$ cat config.mk
export PLATFORM = sky130hd
export DESIGN_NAME = fpc_port
export DESIGN_NICKNAME = d
export VERILOG_FILES = /design/src/hdl/fpc_pkg.sv /design/src/hdl/fpc_port.sv
export SDC_FILE = /design/constraint.sdc
export NUM_CORES = 1
export LEC_CHECK = 0
export BUFFER_PORTS_ARGS = -buffer_cell sky130_fd_sc_hd__buf_2
export CORE_ASPECT_RATIO = 0.5
export CORE_MARGIN = 2
export CORE_UTILIZATION = 40
export DETAILED_ROUTE_END_ITERATION = 10
export GPL_ROUTABILITY_DRIVEN = 0
export PLACE_DENSITY = 0.71
export SYNTH_ARGS = -nofsm -noshare
export SYNTH_HDL_FRONTEND = slang
export SYNTH_SLANG_ARGS = --single-unit
$ cat constraint.sdc
create_clock -name hclk -period 4.1 [get_ports hclk]
set_clock_uncertainty 0.05 [all_clocks]
set_input_delay 0.41 -clock hclk [delete_from_list [all_inputs] [get_ports hclk]]
set_output_delay 0.41 -clock hclk [all_outputs]
set_load 0.01 [all_outputs]
$ cat src/hdl/fpc_pkg.sv
// Constants, types and helpers for the fast parallel configuration port.
package fpc_pkg;
    localparam int CLK_PERIOD_NS = 10;
    localparam int TCF2CD_NS = 600;
    localparam int TCF2CD_CYC = TCF2CD_NS / CLK_PERIOD_NS;
    localparam int TSTATUS_MIN_US = 268;
    localparam int TSTATUS_MIN_CYC = (TSTATUS_MIN_US * 1000 + CLK_PERIOD_NS - 1) / CLK_PERIOD_NS;
    localparam int TSTATUS_MAX_US = 1506;
    localparam int TSTATUS_MAX_CYC = (TSTATUS_MAX_US * 1000) / CLK_PERIOD_NS;
    localparam int TCD2UM_MIN_US = 175;
    localparam int TCD2UM_MIN_CYC = (TCD2UM_MIN_US * 1000 + CLK_PERIOD_NS - 1) / CLK_PERIOD_NS;
    localparam int TCD2UM_MAX_US = 437;
    localparam int TCD2UM_MAX_CYC = (TCD2UM_MAX_US * 1000) / CLK_PERIOD_NS;
    localparam int LCLK_MAX_PERIOD_NS = 10;
    localparam int TCD2CU_NS = 4 * LCLK_MAX_PERIOD_NS;
    localparam int TCD2CU_CYC = (TCD2CU_NS + CLK_PERIOD_NS - 1) / CLK_PERIOD_NS;
    localparam int USR_INIT_EDGES = 8576;
    localparam int POR_DELAY_US = 100;
    localparam int POR_CYC = (POR_DELAY_US * 1000 + CLK_PERIOD_NS - 1) / CLK_PERIOD_NS;
    localparam int DATA_W = 32;
    localparam int CNT_W = 20;
    localparam int WCNT_W = 24;
    localparam int PHASE_W = 3;
    localparam int RATIO_W = 4;
    localparam int CTRL_W = 6;
    localparam logic [1:0] BUS_X8 = 2'h0;
    localparam logic [1:0] BUS_X16 = 2'h1;
    localparam logic [1:0] BUS_X32 = 2'h2;
    localparam logic [RATIO_W-1:0] RATIO_1 = 4'h1;
    localparam logic [RATIO_W-1:0] RATIO_2 = 4'h2;
    localparam logic [RATIO_W-1:0] RATIO_4 = 4'h4;
    localparam logic [RATIO_W-1:0] RATIO_8 = 4'h8;
    localparam int CTRL_WIDTH_LSB = 0;
    localparam int CTRL_DECOMP_BIT = 2;
    localparam int CTRL_SECUR_BIT = 3;
    localparam int CTRL_USRCLK_BIT = 4;
    localparam int CTRL_INITDN_BIT = 5;
    localparam logic [CTRL_W-1:0] CTRL_RESET = 6'h02;
    localparam logic [4:0] ADDR_CTRL = 5'h00;
    localparam logic [4:0] ADDR_IMAGE_WORDS = 5'h04;
    localparam logic [4:0] ADDR_STATUS = 5'h08;
    localparam logic [4:0] ADDR_WORDS_RX = 5'h0c;
    localparam logic [4:0] ADDR_LAST_WORD = 5'h10;
    localparam logic [WCNT_W-1:0] IMAGE_WORDS_RESET = 24'h00_0010;
    localparam int STAT_LOADING_BIT = 0;
    localparam int STAT_COMPLETE_BIT = 1;
    localparam int STAT_USER_BIT = 2;
    localparam int STAT_STLOW_BIT = 3;
    localparam int STAT_RATIO_LSB = 4;

    typedef enum logic [2:0] {
        ST_POR, ST_HOLD, ST_STATUS_LOW, ST_WAIT_REL, ST_LOAD, ST_DONE_WAIT, ST_INIT, ST_USER
    } fpc_state_t;

    function automatic logic [RATIO_W-1:0] fpc_ratio(input logic [1:0] width,
                                                     input logic decomp, input logic secur);
        fpc_ratio = RATIO_1;
        case (width)
            BUS_X8: fpc_ratio = decomp ? RATIO_2 : RATIO_1;
            BUS_X16: fpc_ratio = decomp ? RATIO_4 : (secur ? RATIO_2 : RATIO_1);
            default: fpc_ratio = decomp ? RATIO_8 : (secur ? RATIO_4 : RATIO_1);
        endcase
    endfunction
endpackage

$ cat src/hdl/fpc_port.sv
// Device-side fast parallel configuration port with an AHB-Lite register slave.
//
// Added by the designer: the address map and the AHB-Lite slave port.
`timescale 1ns/1ps
module fpc_port #(
    parameter int POR_CYC = fpc_pkg::POR_CYC,
    parameter int STATUS_MIN_CYC = fpc_pkg::TSTATUS_MIN_CYC,
    parameter int STATUS_MAX_CYC = fpc_pkg::TSTATUS_MAX_CYC,
    parameter int INIT_CYC = fpc_pkg::TCD2UM_MIN_CYC,
    parameter int INIT_MAX_CYC = fpc_pkg::TCD2UM_MAX_CYC,
    parameter int USR_EDGES = fpc_pkg::USR_INIT_EDGES
) (
    // Clock, reset and enable.
    input wire logic hclk,
    input wire logic hresetn,
    input wire logic ce,
    // AHB-Lite slave.
    input wire logic hsel,
    input wire logic [31:0] haddr,
    input wire logic [1:0] htrans,
    input wire logic hwrite,
    input wire logic [2:0] hsize,
    input wire logic [31:0] hwdata,
    input wire logic hready,
    output logic [31:0] hrdata,
    output logic hreadyout,
    output logic hresp,
    // Configuration pins.
    input wire logic load_clock,
    input wire logic [31:0] config_data,
    input wire logic config_request_n,
    input wire logic config_status_n_i,
    output logic config_status_n_o,
    output logic config_status_n_oe,
    output logic config_complete_o,
    output logic config_complete_oe,
    input wire logic user_init_clock,
    output logic init_done_o,
    output logic init_done_oe,
    output logic user_io_en,
    output logic user_clk_en
);
    typedef struct packed {
        fpc_pkg::fpc_state_t state;
        logic req_s1;
        logic req_s2;
        logic st_s1;
        logic st_s2;
        logic clk_s1;
        logic clk_s2;
        logic clk_s3;
        logic uclk_s1;
        logic uclk_s2;
        logic uclk_s3;
        logic [31:0] dat_s1;
        logic [31:0] dat_s2;
        logic [fpc_pkg::CTRL_W-1:0] ctrl;
        logic [fpc_pkg::WCNT_W-1:0] target;
        logic [fpc_pkg::WCNT_W-1:0] words;
        logic [31:0] last_word;
        logic [fpc_pkg::PHASE_W-1:0] phase;
        logic [fpc_pkg::CNT_W-1:0] cnt;
        logic [1:0] falls;
        logic status_oe;
        logic complete_oe;
        logic initdn_oe;
        logic user_io;
        logic usrclk_en;
        logic pend;
        logic a_wr;
        logic a_hit;
        logic [4:0] a_addr;
        logic [31:0] rdata;
        logic readyout;
    } fpc_st_t;

    fpc_st_t s_ff;
    fpc_st_t nxt_s;
    logic lclk_rise;
    logic lclk_fall;
    logic uclk_rise;
    logic [fpc_pkg::RATIO_W-1:0] ratio;
    logic [31:0] masked;
    logic [31:0] status_word;

    assign lclk_rise = s_ff.clk_s2 & ~s_ff.clk_s3;
    assign lclk_fall = ~s_ff.clk_s2 & s_ff.clk_s3;
    assign uclk_rise = s_ff.uclk_s2 & ~s_ff.uclk_s3;
    // The ratio is frozen by software before a load; changing it mid-image corrupts the load.
    assign ratio = fpc_pkg::fpc_ratio(s_ff.ctrl[fpc_pkg::CTRL_WIDTH_LSB +: 2],
                                      s_ff.ctrl[fpc_pkg::CTRL_DECOMP_BIT],
                                      s_ff.ctrl[fpc_pkg::CTRL_SECUR_BIT]);

    always_comb begin
        masked = s_ff.dat_s2;
        case (s_ff.ctrl[fpc_pkg::CTRL_WIDTH_LSB +: 2])
            fpc_pkg::BUS_X8: masked = {24'h00_0000, s_ff.dat_s2[7:0]};
            fpc_pkg::BUS_X16: masked = {16'h0000, s_ff.dat_s2[15:0]};
            default: masked = s_ff.dat_s2;
        endcase
    end

    always_comb begin
        status_word = 32'h0000_0000;
        status_word[fpc_pkg::STAT_LOADING_BIT] = (s_ff.state == fpc_pkg::ST_LOAD);
        status_word[fpc_pkg::STAT_COMPLETE_BIT] = ~s_ff.complete_oe;
        status_word[fpc_pkg::STAT_USER_BIT] = (s_ff.state == fpc_pkg::ST_USER);
        status_word[fpc_pkg::STAT_STLOW_BIT] = s_ff.status_oe;
        status_word[fpc_pkg::STAT_RATIO_LSB +: fpc_pkg::RATIO_W] = ratio;
    end

    always_comb begin
        nxt_s = s_ff;
        nxt_s.req_s1 = config_request_n;
        nxt_s.req_s2 = s_ff.req_s1;
        nxt_s.st_s1 = config_status_n_i;
        nxt_s.st_s2 = s_ff.st_s1;
        nxt_s.clk_s1 = load_clock;
        nxt_s.clk_s2 = s_ff.clk_s1;
        nxt_s.clk_s3 = s_ff.clk_s2;
        nxt_s.uclk_s1 = user_init_clock;
        nxt_s.uclk_s2 = s_ff.uclk_s1;
        nxt_s.uclk_s3 = s_ff.uclk_s2;
        nxt_s.dat_s1 = config_data;
        nxt_s.dat_s2 = s_ff.dat_s1;

        case (s_ff.state)
            fpc_pkg::ST_POR: begin
                nxt_s.cnt = s_ff.cnt + 1'b1;
                if (s_ff.cnt == fpc_pkg::CNT_W'(POR_CYC - 1)) begin
                    nxt_s.status_oe = 1'b0;
                    nxt_s.state = fpc_pkg::ST_WAIT_REL;
                end
            end
            fpc_pkg::ST_HOLD: begin
                nxt_s.cnt = '0;
                if (s_ff.req_s2) begin
                    nxt_s.state = fpc_pkg::ST_STATUS_LOW;
                end
            end
            fpc_pkg::ST_STATUS_LOW: begin
                nxt_s.cnt = s_ff.cnt + 1'b1;
                if (s_ff.cnt == fpc_pkg::CNT_W'(STATUS_MIN_CYC - 1)) begin
                    nxt_s.status_oe = 1'b0;
                    nxt_s.state = fpc_pkg::ST_WAIT_REL;
                end
            end
            fpc_pkg::ST_WAIT_REL: begin
                // An outside party may keep status low to delay configuration.
                if (s_ff.st_s2) begin
                    nxt_s.words = '0;
                    nxt_s.phase = '0;
                    nxt_s.state = fpc_pkg::ST_LOAD;
                end
            end
            fpc_pkg::ST_LOAD: begin
                nxt_s.initdn_oe = s_ff.ctrl[fpc_pkg::CTRL_INITDN_BIT];
                if (lclk_rise) begin
                    // Words are taken only on phase zero; the host holds them for the rest.
                    if (s_ff.phase == '0 && s_ff.words != s_ff.target) begin
                        nxt_s.last_word = masked;
                        nxt_s.words = s_ff.words + 1'b1;
                    end
                    if (s_ff.phase == fpc_pkg::PHASE_W'(ratio - 1'b1)) begin
                        nxt_s.phase = '0;
                    end else begin
                        nxt_s.phase = s_ff.phase + 1'b1;
                    end
                end
                // Trailing edges after the last word return the phase to zero.
                if (s_ff.words == s_ff.target && s_ff.target != '0 && s_ff.phase == '0) begin
                    nxt_s.complete_oe = 1'b0;
                    nxt_s.falls = '0;
                    nxt_s.state = fpc_pkg::ST_DONE_WAIT;
                end
            end
            fpc_pkg::ST_DONE_WAIT: begin
                if (lclk_fall) begin
                    nxt_s.falls = s_ff.falls + 1'b1;
                    if (s_ff.falls == 2'h1) begin
                        nxt_s.cnt = '0;
                        nxt_s.state = fpc_pkg::ST_INIT;
                    end
                end
            end
            fpc_pkg::ST_INIT: begin
                if (!s_ff.ctrl[fpc_pkg::CTRL_USRCLK_BIT]) begin
                    nxt_s.cnt = s_ff.cnt + 1'b1;
                    if (s_ff.cnt == fpc_pkg::CNT_W'(INIT_CYC - 1)) begin
                        nxt_s.state = fpc_pkg::ST_USER;
                    end
                end else if (!s_ff.usrclk_en) begin
                    nxt_s.cnt = s_ff.cnt + 1'b1;
                    if (s_ff.cnt == fpc_pkg::CNT_W'(fpc_pkg::TCD2CU_CYC - 1)) begin
                        nxt_s.usrclk_en = 1'b1;
                        nxt_s.cnt = '0;
                    end
                end else if (uclk_rise) begin
                    nxt_s.cnt = s_ff.cnt + 1'b1;
                    if (s_ff.cnt == fpc_pkg::CNT_W'(USR_EDGES - 1)) begin
                        nxt_s.state = fpc_pkg::ST_USER;
                    end
                end
            end
            fpc_pkg::ST_USER: begin
                // The load clock has no effect here.
                nxt_s.user_io = 1'b1;
                nxt_s.initdn_oe = 1'b0;
                nxt_s.usrclk_en = 1'b0;
            end
            default: nxt_s.state = fpc_pkg::ST_POR;
        endcase

        if (!s_ff.req_s2) begin
            nxt_s.state = fpc_pkg::ST_HOLD;
            nxt_s.status_oe = 1'b1;
            nxt_s.complete_oe = 1'b1;
            nxt_s.user_io = 1'b0;
            nxt_s.initdn_oe = 1'b0;
            nxt_s.usrclk_en = 1'b0;
        end

        // Every transfer takes one wait state so that read data leaves a flip-flop.
        nxt_s.readyout = 1'b1;
        if (s_ff.pend) begin
            nxt_s.pend = 1'b0;
            nxt_s.rdata = 32'h0000_0000;
            if (s_ff.a_hit && s_ff.a_wr) begin
                case (s_ff.a_addr)
                    fpc_pkg::ADDR_CTRL: nxt_s.ctrl = hwdata[fpc_pkg::CTRL_W-1:0];
                    fpc_pkg::ADDR_IMAGE_WORDS: nxt_s.target = hwdata[fpc_pkg::WCNT_W-1:0];
                    default: nxt_s.rdata = 32'h0000_0000;
                endcase
            end else if (s_ff.a_hit) begin
                case (s_ff.a_addr)
                    fpc_pkg::ADDR_CTRL: nxt_s.rdata = {26'h000_0000, s_ff.ctrl};
                    fpc_pkg::ADDR_IMAGE_WORDS: nxt_s.rdata = {8'h00, s_ff.target};
                    fpc_pkg::ADDR_STATUS: nxt_s.rdata = status_word;
                    fpc_pkg::ADDR_WORDS_RX: nxt_s.rdata = {8'h00, s_ff.words};
                    fpc_pkg::ADDR_LAST_WORD: nxt_s.rdata = s_ff.last_word;
                    default: nxt_s.rdata = 32'h0000_0000;
                endcase
            end
        end else if (hsel && htrans[1] && hready) begin
            nxt_s.pend = 1'b1;
            nxt_s.readyout = 1'b0;
            nxt_s.a_wr = hwrite;
            nxt_s.a_addr = haddr[4:0];
            nxt_s.a_hit = (haddr[31:5] == 27'h000_0000) && (haddr[1:0] == 2'h0);
        end
    end

    always_ff @(posedge hclk or negedge hresetn) begin
        if (!hresetn) begin
            s_ff <= '0;
            s_ff.state <= fpc_pkg::ST_POR;
            s_ff.req_s1 <= 1'b1;
            s_ff.req_s2 <= 1'b1;
            s_ff.ctrl <= fpc_pkg::CTRL_RESET;
            s_ff.target <= fpc_pkg::IMAGE_WORDS_RESET;
            s_ff.status_oe <= 1'b1;
            s_ff.complete_oe <= 1'b1;
            s_ff.readyout <= 1'b1;
        end else if (ce) begin
            s_ff <= nxt_s;
        end
    end

    assign hrdata = s_ff.rdata;
    assign hreadyout = s_ff.readyout;
    assign hresp = 1'b0;
    assign config_status_n_o = 1'b0;
    assign config_status_n_oe = s_ff.status_oe;
    assign config_complete_o = 1'b0;
    assign config_complete_oe = s_ff.complete_oe;
    assign init_done_o = 1'b0;
    assign init_done_oe = s_ff.initdn_oe;
    assign user_io_en = s_ff.user_io;
    assign user_clk_en = s_ff.usrclk_en;

    // Helper counter for the timing checks below.
    logic [fpc_pkg::CNT_W-1:0] chk_init_cnt;
    always_ff @(posedge hclk or negedge hresetn) begin
        if (!hresetn) begin
            chk_init_cnt <= '0;
        end else if (ce) begin
            chk_init_cnt <= (s_ff.state == fpc_pkg::ST_INIT) ? chk_init_cnt + 1'b1 : '0;
        end
    end
endmodule // fpc_port

==> reports/metrics.csv, run 1 <==
metric;value;unit
status;finished clean;
crit path time final;3.126;ns
TritonCTS clock tree;built;
clock tree buffer depth;3;
core box area;27600;um2
reg2reg start;s_ff[233];
Register-to-Register Setup Slack;0.97;ns
Worst setup SP type;register;
Top Usage Layer GRT;met2;
die area;29450;um2
post-CTS setup buffers;0;
largest family of logic cells by synthesized area;simple AND/OR/NAND/NOR gates;
total grt overflow;0;
final hold violations;0;
H-tree depth;1;
largest net degree at the start of global routing;117;
flops & latches, synth;234;
pre-CTS WS;1.084;ns
Finished Layout Cells;1506;
Top-Level Pins;153;
PD cells;428.7;nW/um2
multiplexer share of the synthesized area;12.69;%
Via-to-Cell Ratio;5.557;
Worst path slowest cell;dfrtp_1;
Total Wirelength;27160;um
Area Growth Syn to Fin;13.81;%
global-route met2 utilization;31.18;%
XOR/XNOR Fraction of Synth Area;2.892;%
worst setup path end;s_ff[122];
clk slew on worst S/H paths;0.07;ns
Synth Area per Inst;10.88;um2
Rows;43;
CTS Sinks;234;
Synth warnings;0;
Post-synth EDFFs;0;
Design Power;5.466;mW
post-synthesis compound-gate area fraction;12.26;%
vias in the first global route;8428;
r2r worst-path depth;6;
Crit. End Element;register;
DR pass1 iterations;7;
Max Cap Viol;0;
CTS Hold Buffers Added;1;
Seq/Total Area, Yosys;52.34;%
adder-cell area share of the yosys netlist;0.6700;%
CTS root buffer;clkbuf_16;
Total Neg Setup Slack;0;ns
DR iter-0 viols;886;
Req. time, crit path;4.49;ns
clock latency on the worst-skew pair;0.52;ns
final count of negative-setup-slack endpoints;0;
Crit Path Max Fanout;20;
GR Util All Layers;18.49;%
min-delay worst type;in -> reg;
met3 GRT Util;3.396;%
starting density of the core;40.60;%
reg-to-reg critical path endpoint;s_ff[122];
Hold Worst Slack;0.07415;ns
initial antenna violation count;3;
CP Launch Point;s_ff[233];
largest stage delay on the critical path;0.63;ns
Die X;240.7;um
Port Buffers;136;
Syn Inst Count;1030;
Num CTS Buffers;23;
final setup margin;0.9742;ns
CP Cell Sequence;nor3b_1 > nand4b_1 > nor2_1 > o21ai_4 > or4_1 > a21oi_1;
GR Layer Usage met1;24.44;%
hpwl dp;19110;um
Max-slew headroom;30.86;%
Post-synth top flop;dfrtp_1;
Slew Limit Fails;0;
crit path kind;reg -> reg;
Mapped Area;11200;um2
count of cell types in the netlist;65;
CTS resizes;0;
unrepaired setup endpoints after global routing;no;
post-route ant nets;0;
Nets;1223;
fin util;46.20;%
period utilization;76.24;%
final instance area;12750;um2
Post-Place Cell Area;11970;um2
fmax;319.9;MHz
Simple-Gate Fraction of Synth Area;14.01;%
Worst VDD drop;0.0002612;V
DRC violations left;0;
layout cells sized above 1;29.79;%
worst endpoint data arrival time;3.51;ns
Synth async-reset ratio;100.0;%
first-pass GRT wire length;43750;um
vias after detailed routing;8369;
Worst-Margin Slew;1.030;ns
placed cells;1462;
die height;122.3;um
Avg WL per Cell;18.03;um
Leakage Power;5.793;nW
==> area by class of cell <==
type | instances | area (um2)
tap | 382 | 478.0
fill | 2500 | 14850
clock buffer | 30 | 651.9
clock inverter | 10 | 110.1
timing repair buffer | 147 | 790.8
multi-input combinational | 686 | 4797
sequential | 234 | 5864
antenna | 3 | 7.507
inverter | 14 | 52.55
==> placed cells by master, fill, tap and decap left out, drive strengths merged, types with 8 or more instances in the layout <==
cell type	Yosys	layout
or4	15	15
a21o	9	9
nand3	19	19
buf	44	146
o21ai	76	76
a22o	14	14
and3	8	8
o22ai	8	8
or3	8	8
a21oi	21	21
a222oi	17	17
nor3	16	16
nor2	45	45
nand2	113	113
clkbuf	55	30
xor2	32	32
mux2	120	120
dfrtp	227	227
and2	9	9
o31ai	12	12
nand4	15	15
nor4	27	27
inv	14	15
==> registers in the layout, summed over array words and instances, names as in the netlist <==
name and cells:
hreadyout 1, hrdata 32, config_complete_oe 1, nxt_s 38, init_done_oe 1, config_status_n_oe 1
s_ff 158, user_io_en 1, user_clk_en 1
==> cell usage after synthesis (all sizes together) (17+ instances only) <==
cell	n	share of area (%)
a21oi	21	0.94
a222oi	17	1.5
buf	44	2.8
clkbuf	55	1.8
dfrtp	227	51
mux2	120	12
nand2	113	3.8
nand3	19	0.85
nor2	45	1.5
nor4	27	1.5
o21ai	76	3.4
xor2	32	2.5
==> layer usage <==
layer,vias to the layer above,routed length [um]
met5,-,0
met4,0,765
met3,57,1553
met2,232,13130
met1,4227,11710
li1,3853,-
==> worst min-delay path by stage <==
stage	endpoint	slack, ns	from	depth (start not counted)
5_1_grt	nxt_s[227]	0.07	config_status_n_i	2
3_3_place_gp	s_ff[96]	0.41	s_ff[96]	2
6_report	s_ff[141]	0.07	hwdata[14]	2
4_1_cts	s_ff[141]	0.06	hwdata[14]	2
3_5_place_dp	hrdata[6]	0.41	hrdata[6]	1
2_1_floorplan	hrdata[0]	0.06	hresetn	0
==> worst max-delay path, delay by kind of cell, from the launching register on <==
| family | cells | cell delay [ns] |
|---|---|---|
| and+or+nand+nor | 4 | 1.93 |
| AOI/OAI and AO/OA | 2 | 0.43 |
| DFF | 1 | 0.63 |
==> kinds of logic (layout without fill, tap and decap cells) <==
| family | Yosys count | after routing |
|---|---|---|
| other | 1 | 7 |
| xor gates and xnor gates | 37 | 37 |
| buffers and inverters | 113 | 201 |
| AOI/OAI and AO/OA | 201 | 201 |
| adders and majority gates | 6 | 6 |
| muxes | 127 | 127 |
| and+or+nand+nor | 311 | 311 |
| DFF | 234 | 234 |
==> report_power, final <==
group / leakage, nW / switching [mW] / total, mW / internal, mW
clock: 0.378 / 0.888 / 2.13 / 1.25
sequential: 3.06 / 0.178 / 2.66 / 2.48
combinational: 2.36 / 0.384 / 0.672 / 0.288
total: 5.79 / 1.45 / 5.47 / 4.02
No activity file was read; power rests on OpenSTA's default activity.
==> inputs of run 2 (changes only) <==
ABC_AREA = 1   (was default)
PLACE_DENSITY = 0.73   (was 0.71)
clock period = 2.6 ns   (was 4.1 ns; I/O delays follow)
==> run 2 against run 1 <==
  * Utilization is 2.3 points higher
  * Combinational power is 130% higher
  * Synthesized area is 11% higher
  * First-iteration DRC count is 4.5% higher
  * Sequential share of layout area is 6.2 points lower
  * Clock-buffer cell count is 1 lower
  * Cell area is 16% higher
  * Clock power is 66% higher
  * Register-to-register slack worse by 0.62 ns
  * Wire length is 23% higher
  * Critical endpoint is now s_ff[57]
  * Largest cell class unchanged
  * Largest power group unchanged
==> reports/metrics.csv, run 2 <==
metric;value;unit;change
Max-slew headroom;45.69;%;+15 points
Die X;252.9;um;+5.1%
Leakage Power;7.301;nW;+26%
adder-cell area share of the yosys netlist;0.6061;%;-0.064 points
DR pass1 iterations;5;;-2
fmax;444.8;MHz;+39%
fin util;48.51;%;+2.3 points
vias in the first global route;10951;;+30%
most frequent cell after synthesis;nand2_1;;
most frequent cells in the layout;nand2_1, dfrtp_1, nor2_1, inv_1, buf_2;;
Top-Level Pins;153;;unchanged
hpwl dp;23770;um;+24%
Syn Inst Count;1676;;+63%
final hold violations;0;;unchanged
Total Neg Setup Slack;0;ns;unchanged
Req. time, crit path;2.94;ns;-1.55 ns
core box area;30400;um2;+10%
switching power total;2.705;mW;+86%
CTS root buffer;clkbuf_16;;
TritonCTS clock tree;built;;
Simple-Gate Fraction of Synth Area;30.52;%;+17 points
crit path kind;reg -> reg;;
Crit. End Element;register;;
starting density of the core;40.74;%;+0.14 points
die area;32470;um2;+10%
Area Growth Syn to Fin;19.08;%;
first-pass GRT wire length;55060;um;+26%
n_diodes;0;;-3
Clock power frac;38.6;%;-0.5 points
Mapped Area;12390;um2;+11%
CTS Sinks;234;;unchanged
clock latency on the worst-skew pair;0.52;ns;about the same
crit path time final;2.248;ns;-0.8776 ns
Via-to-Cell Ratio;5.039;;-9.3%
Synth Area per Inst;7.390;um2;-32%
CP Launch Point;s_ff[232];;
DR iter-0 viols;926;;+4.5%
largest net degree at the start of global routing;87;;-26%
flops & latches, synth;234;;unchanged
Max Cap Viol;0;;unchanged
worst endpoint data arrival time;2.59;ns;-0.92 ns
Seq/Total Area, Yosys;47.35;%;-5.0 points
Total Wirelength;33440;um;+23%
DRC violations left;0;;unchanged
switch share;29.63;%;+3.1 points
Sequential Power Share;44.5;%;-4.2 points
H-tree depth;1;;unchanged
CTS resizes;0;;unchanged
Post-synth top cells;nand2_1, dfrtp_1, nor2_1;;
largest area contributor in the netlist;dfrtp_1;;
final count of negative-setup-slack endpoints;0;;unchanged
unrepaired setup endpoints after global routing;no;;
top cells by area, synth;dfrtp_1, nand2_1, nor2_1;;
Fill cells;2924;;+17%
reg2reg start;s_ff[232];;
min-delay worst type;in -> reg;;
Worst-Margin Slew;0.8146;ns;-0.2155 ns
Worst setup SP type;register;;
layout cells sized above 1;12.79;%;-17 points
clock tree buffer depth;3;;unchanged
Synth async-reset ratio;100.0;%;unchanged
Slew Limit Fails;0;;unchanged
Comb pwr share;16.8;%;+4.5 points
initial antenna violation count;0;;-3
Rows;45;;+4.7%
Reg with most FFs;s_ff;;
post-synthesis compound-gate area fraction;9.365;%;-2.9 points
CTS Hold Buffers Added;66;;+65
commonest non-fill, non-tap cell in the layout;nand2_1;;
post-route ant nets;0;;unchanged
Nets;1946;;+59%
top-area cell type share of the netlist area;45.86;%;-4.8 points
die height;128.4;um;+5.0%
Post-synth EDFFs;0;;unchanged
Worst VDD drop;0.0003875;V;+48%
HP Start;hwdata[0];;
PD cells;619.0;nW/um2;+44%
XOR/XNOR Fraction of Synth Area;2.404;%;-0.49 points
flip-flop count of the largest register after layout;158;;unchanged
post-CTS setup buffers;0;;unchanged
Num CTS Buffers;23;;unchanged
Register-to-Register Setup Slack;0.35;ns;-0.62 ns
Post-synth top flop;dfrtp_1;;
Synth warnings;0;;unchanged
count of cell types in the netlist;44;;-32%
largest family of logic cells by synthesized area;simple AND/OR/NAND/NOR gates;;
Crit Path Max Fanout;16;;-20%
clk slew on worst S/H paths;0.07;ns;about the same
Port Buffers;136;;unchanged
status;finished clean;;
GR Util All Layers;20.89;%;+2.4 points
Int Power;6.425;mW;+60%
multiplexer share of the synthesized area;0.09092;%;-13 points
total grt overflow;0;;unchanged
vias after detailed routing;11307;;+35%
Avg WL per Cell;14.90;um;-17%
period utilization;86.47;%;+10 points
## run 2: critical path, cell delays in order, from the launching register on
cell and delay [ns]:
dfrtp_1 0.46, inv_2 0.09, nand3_2 0.09, inv_2 0.05, nand2_1 0.07, nand3_1 0.11, nor3_4 0.54, inv_2 0.21
a21oi_2 0.34, nor2_1 0.09
## run 2: power by group through the flow
stage | registers [mW] | clock network, mW | logic (mW)
after floorplan | 4.06 | 0 | 0.971
after global placement | 4.12 | 0 | 1.42
after detailed placement | 4.12 | 0 | 1.45
after CTS | 4.06 | 3.56 | 1.53
after global routing | 4.10 | 3.72 | 1.73
final | 4.07 | 3.53 | 1.54
## run 2: final cells by class
class | count | area (um2) | area share [%]
Sequential cell | 234 | 5864 | 39.76
Multi-Input combinational cell | 1175 | 5339 | 36.20
Timing Repair Buffer | 233 | 1647 | 11.16
Clock buffer | 29 | 638.1 | 4.326
Inverter | 162 | 608.1 | 4.123
Tap cell | 399 | 499.2 | 3.385
Clock inverter | 12 | 153.9 | 1.043
## run 2: path summary, 6_finish.rpt
path	endpoint	cells after the start
hold / removal	s_ff[127]	3
setup / recovery	s_ff[57]	9
hold reg to reg	nxt_s[229]	2
min in group asynchronous	s_ff[65]	2
max in group asynchronous	hrdata[28]	3
setup reg to reg	s_ff[57]	9
## run 2: routing by layer
layer  track usage, %  part of all wire [%]  vias to the layer above
met5                0                     0                        -
met4            7.379                   3.2                        0
met3            2.832                   5.6                       74
met2            35.15                    47                      362
met1            27.96                    45                     5293
li1                 -                     -                     5578
## run 2: kinds of logic after synthesis
logic type | Yosys count
fa+ha+maj | 6
other cells | 1
mux | 1
compound gates | 198
simple gates | 932
buf+inv | 270
flops | 234
xor+xnor | 34
## run 2: through the flow
stage | total power, mW | cell area (um2) | cells | worst slack, ns | hold WS, ns
3_3_place_gp | 5.536 | 13300 | 2137 | 0.4219 | 0.1792
2_1_floorplan | 5.029 | 12400 | 1679 | 0.7885 | -0.08559
4_1_cts | 9.152 | 14750 | 2244 | 0.3490 | 0.004374
3_5_place_dp | 5.574 | 13300 | 2137 | 0.3531 | 0.1831
5_1_grt | 9.545 | 14750 | 2244 | 0.08749 | 0.009453
6_report | 9.130 | 14750 | 2244 | 0.3519 | 0.007919
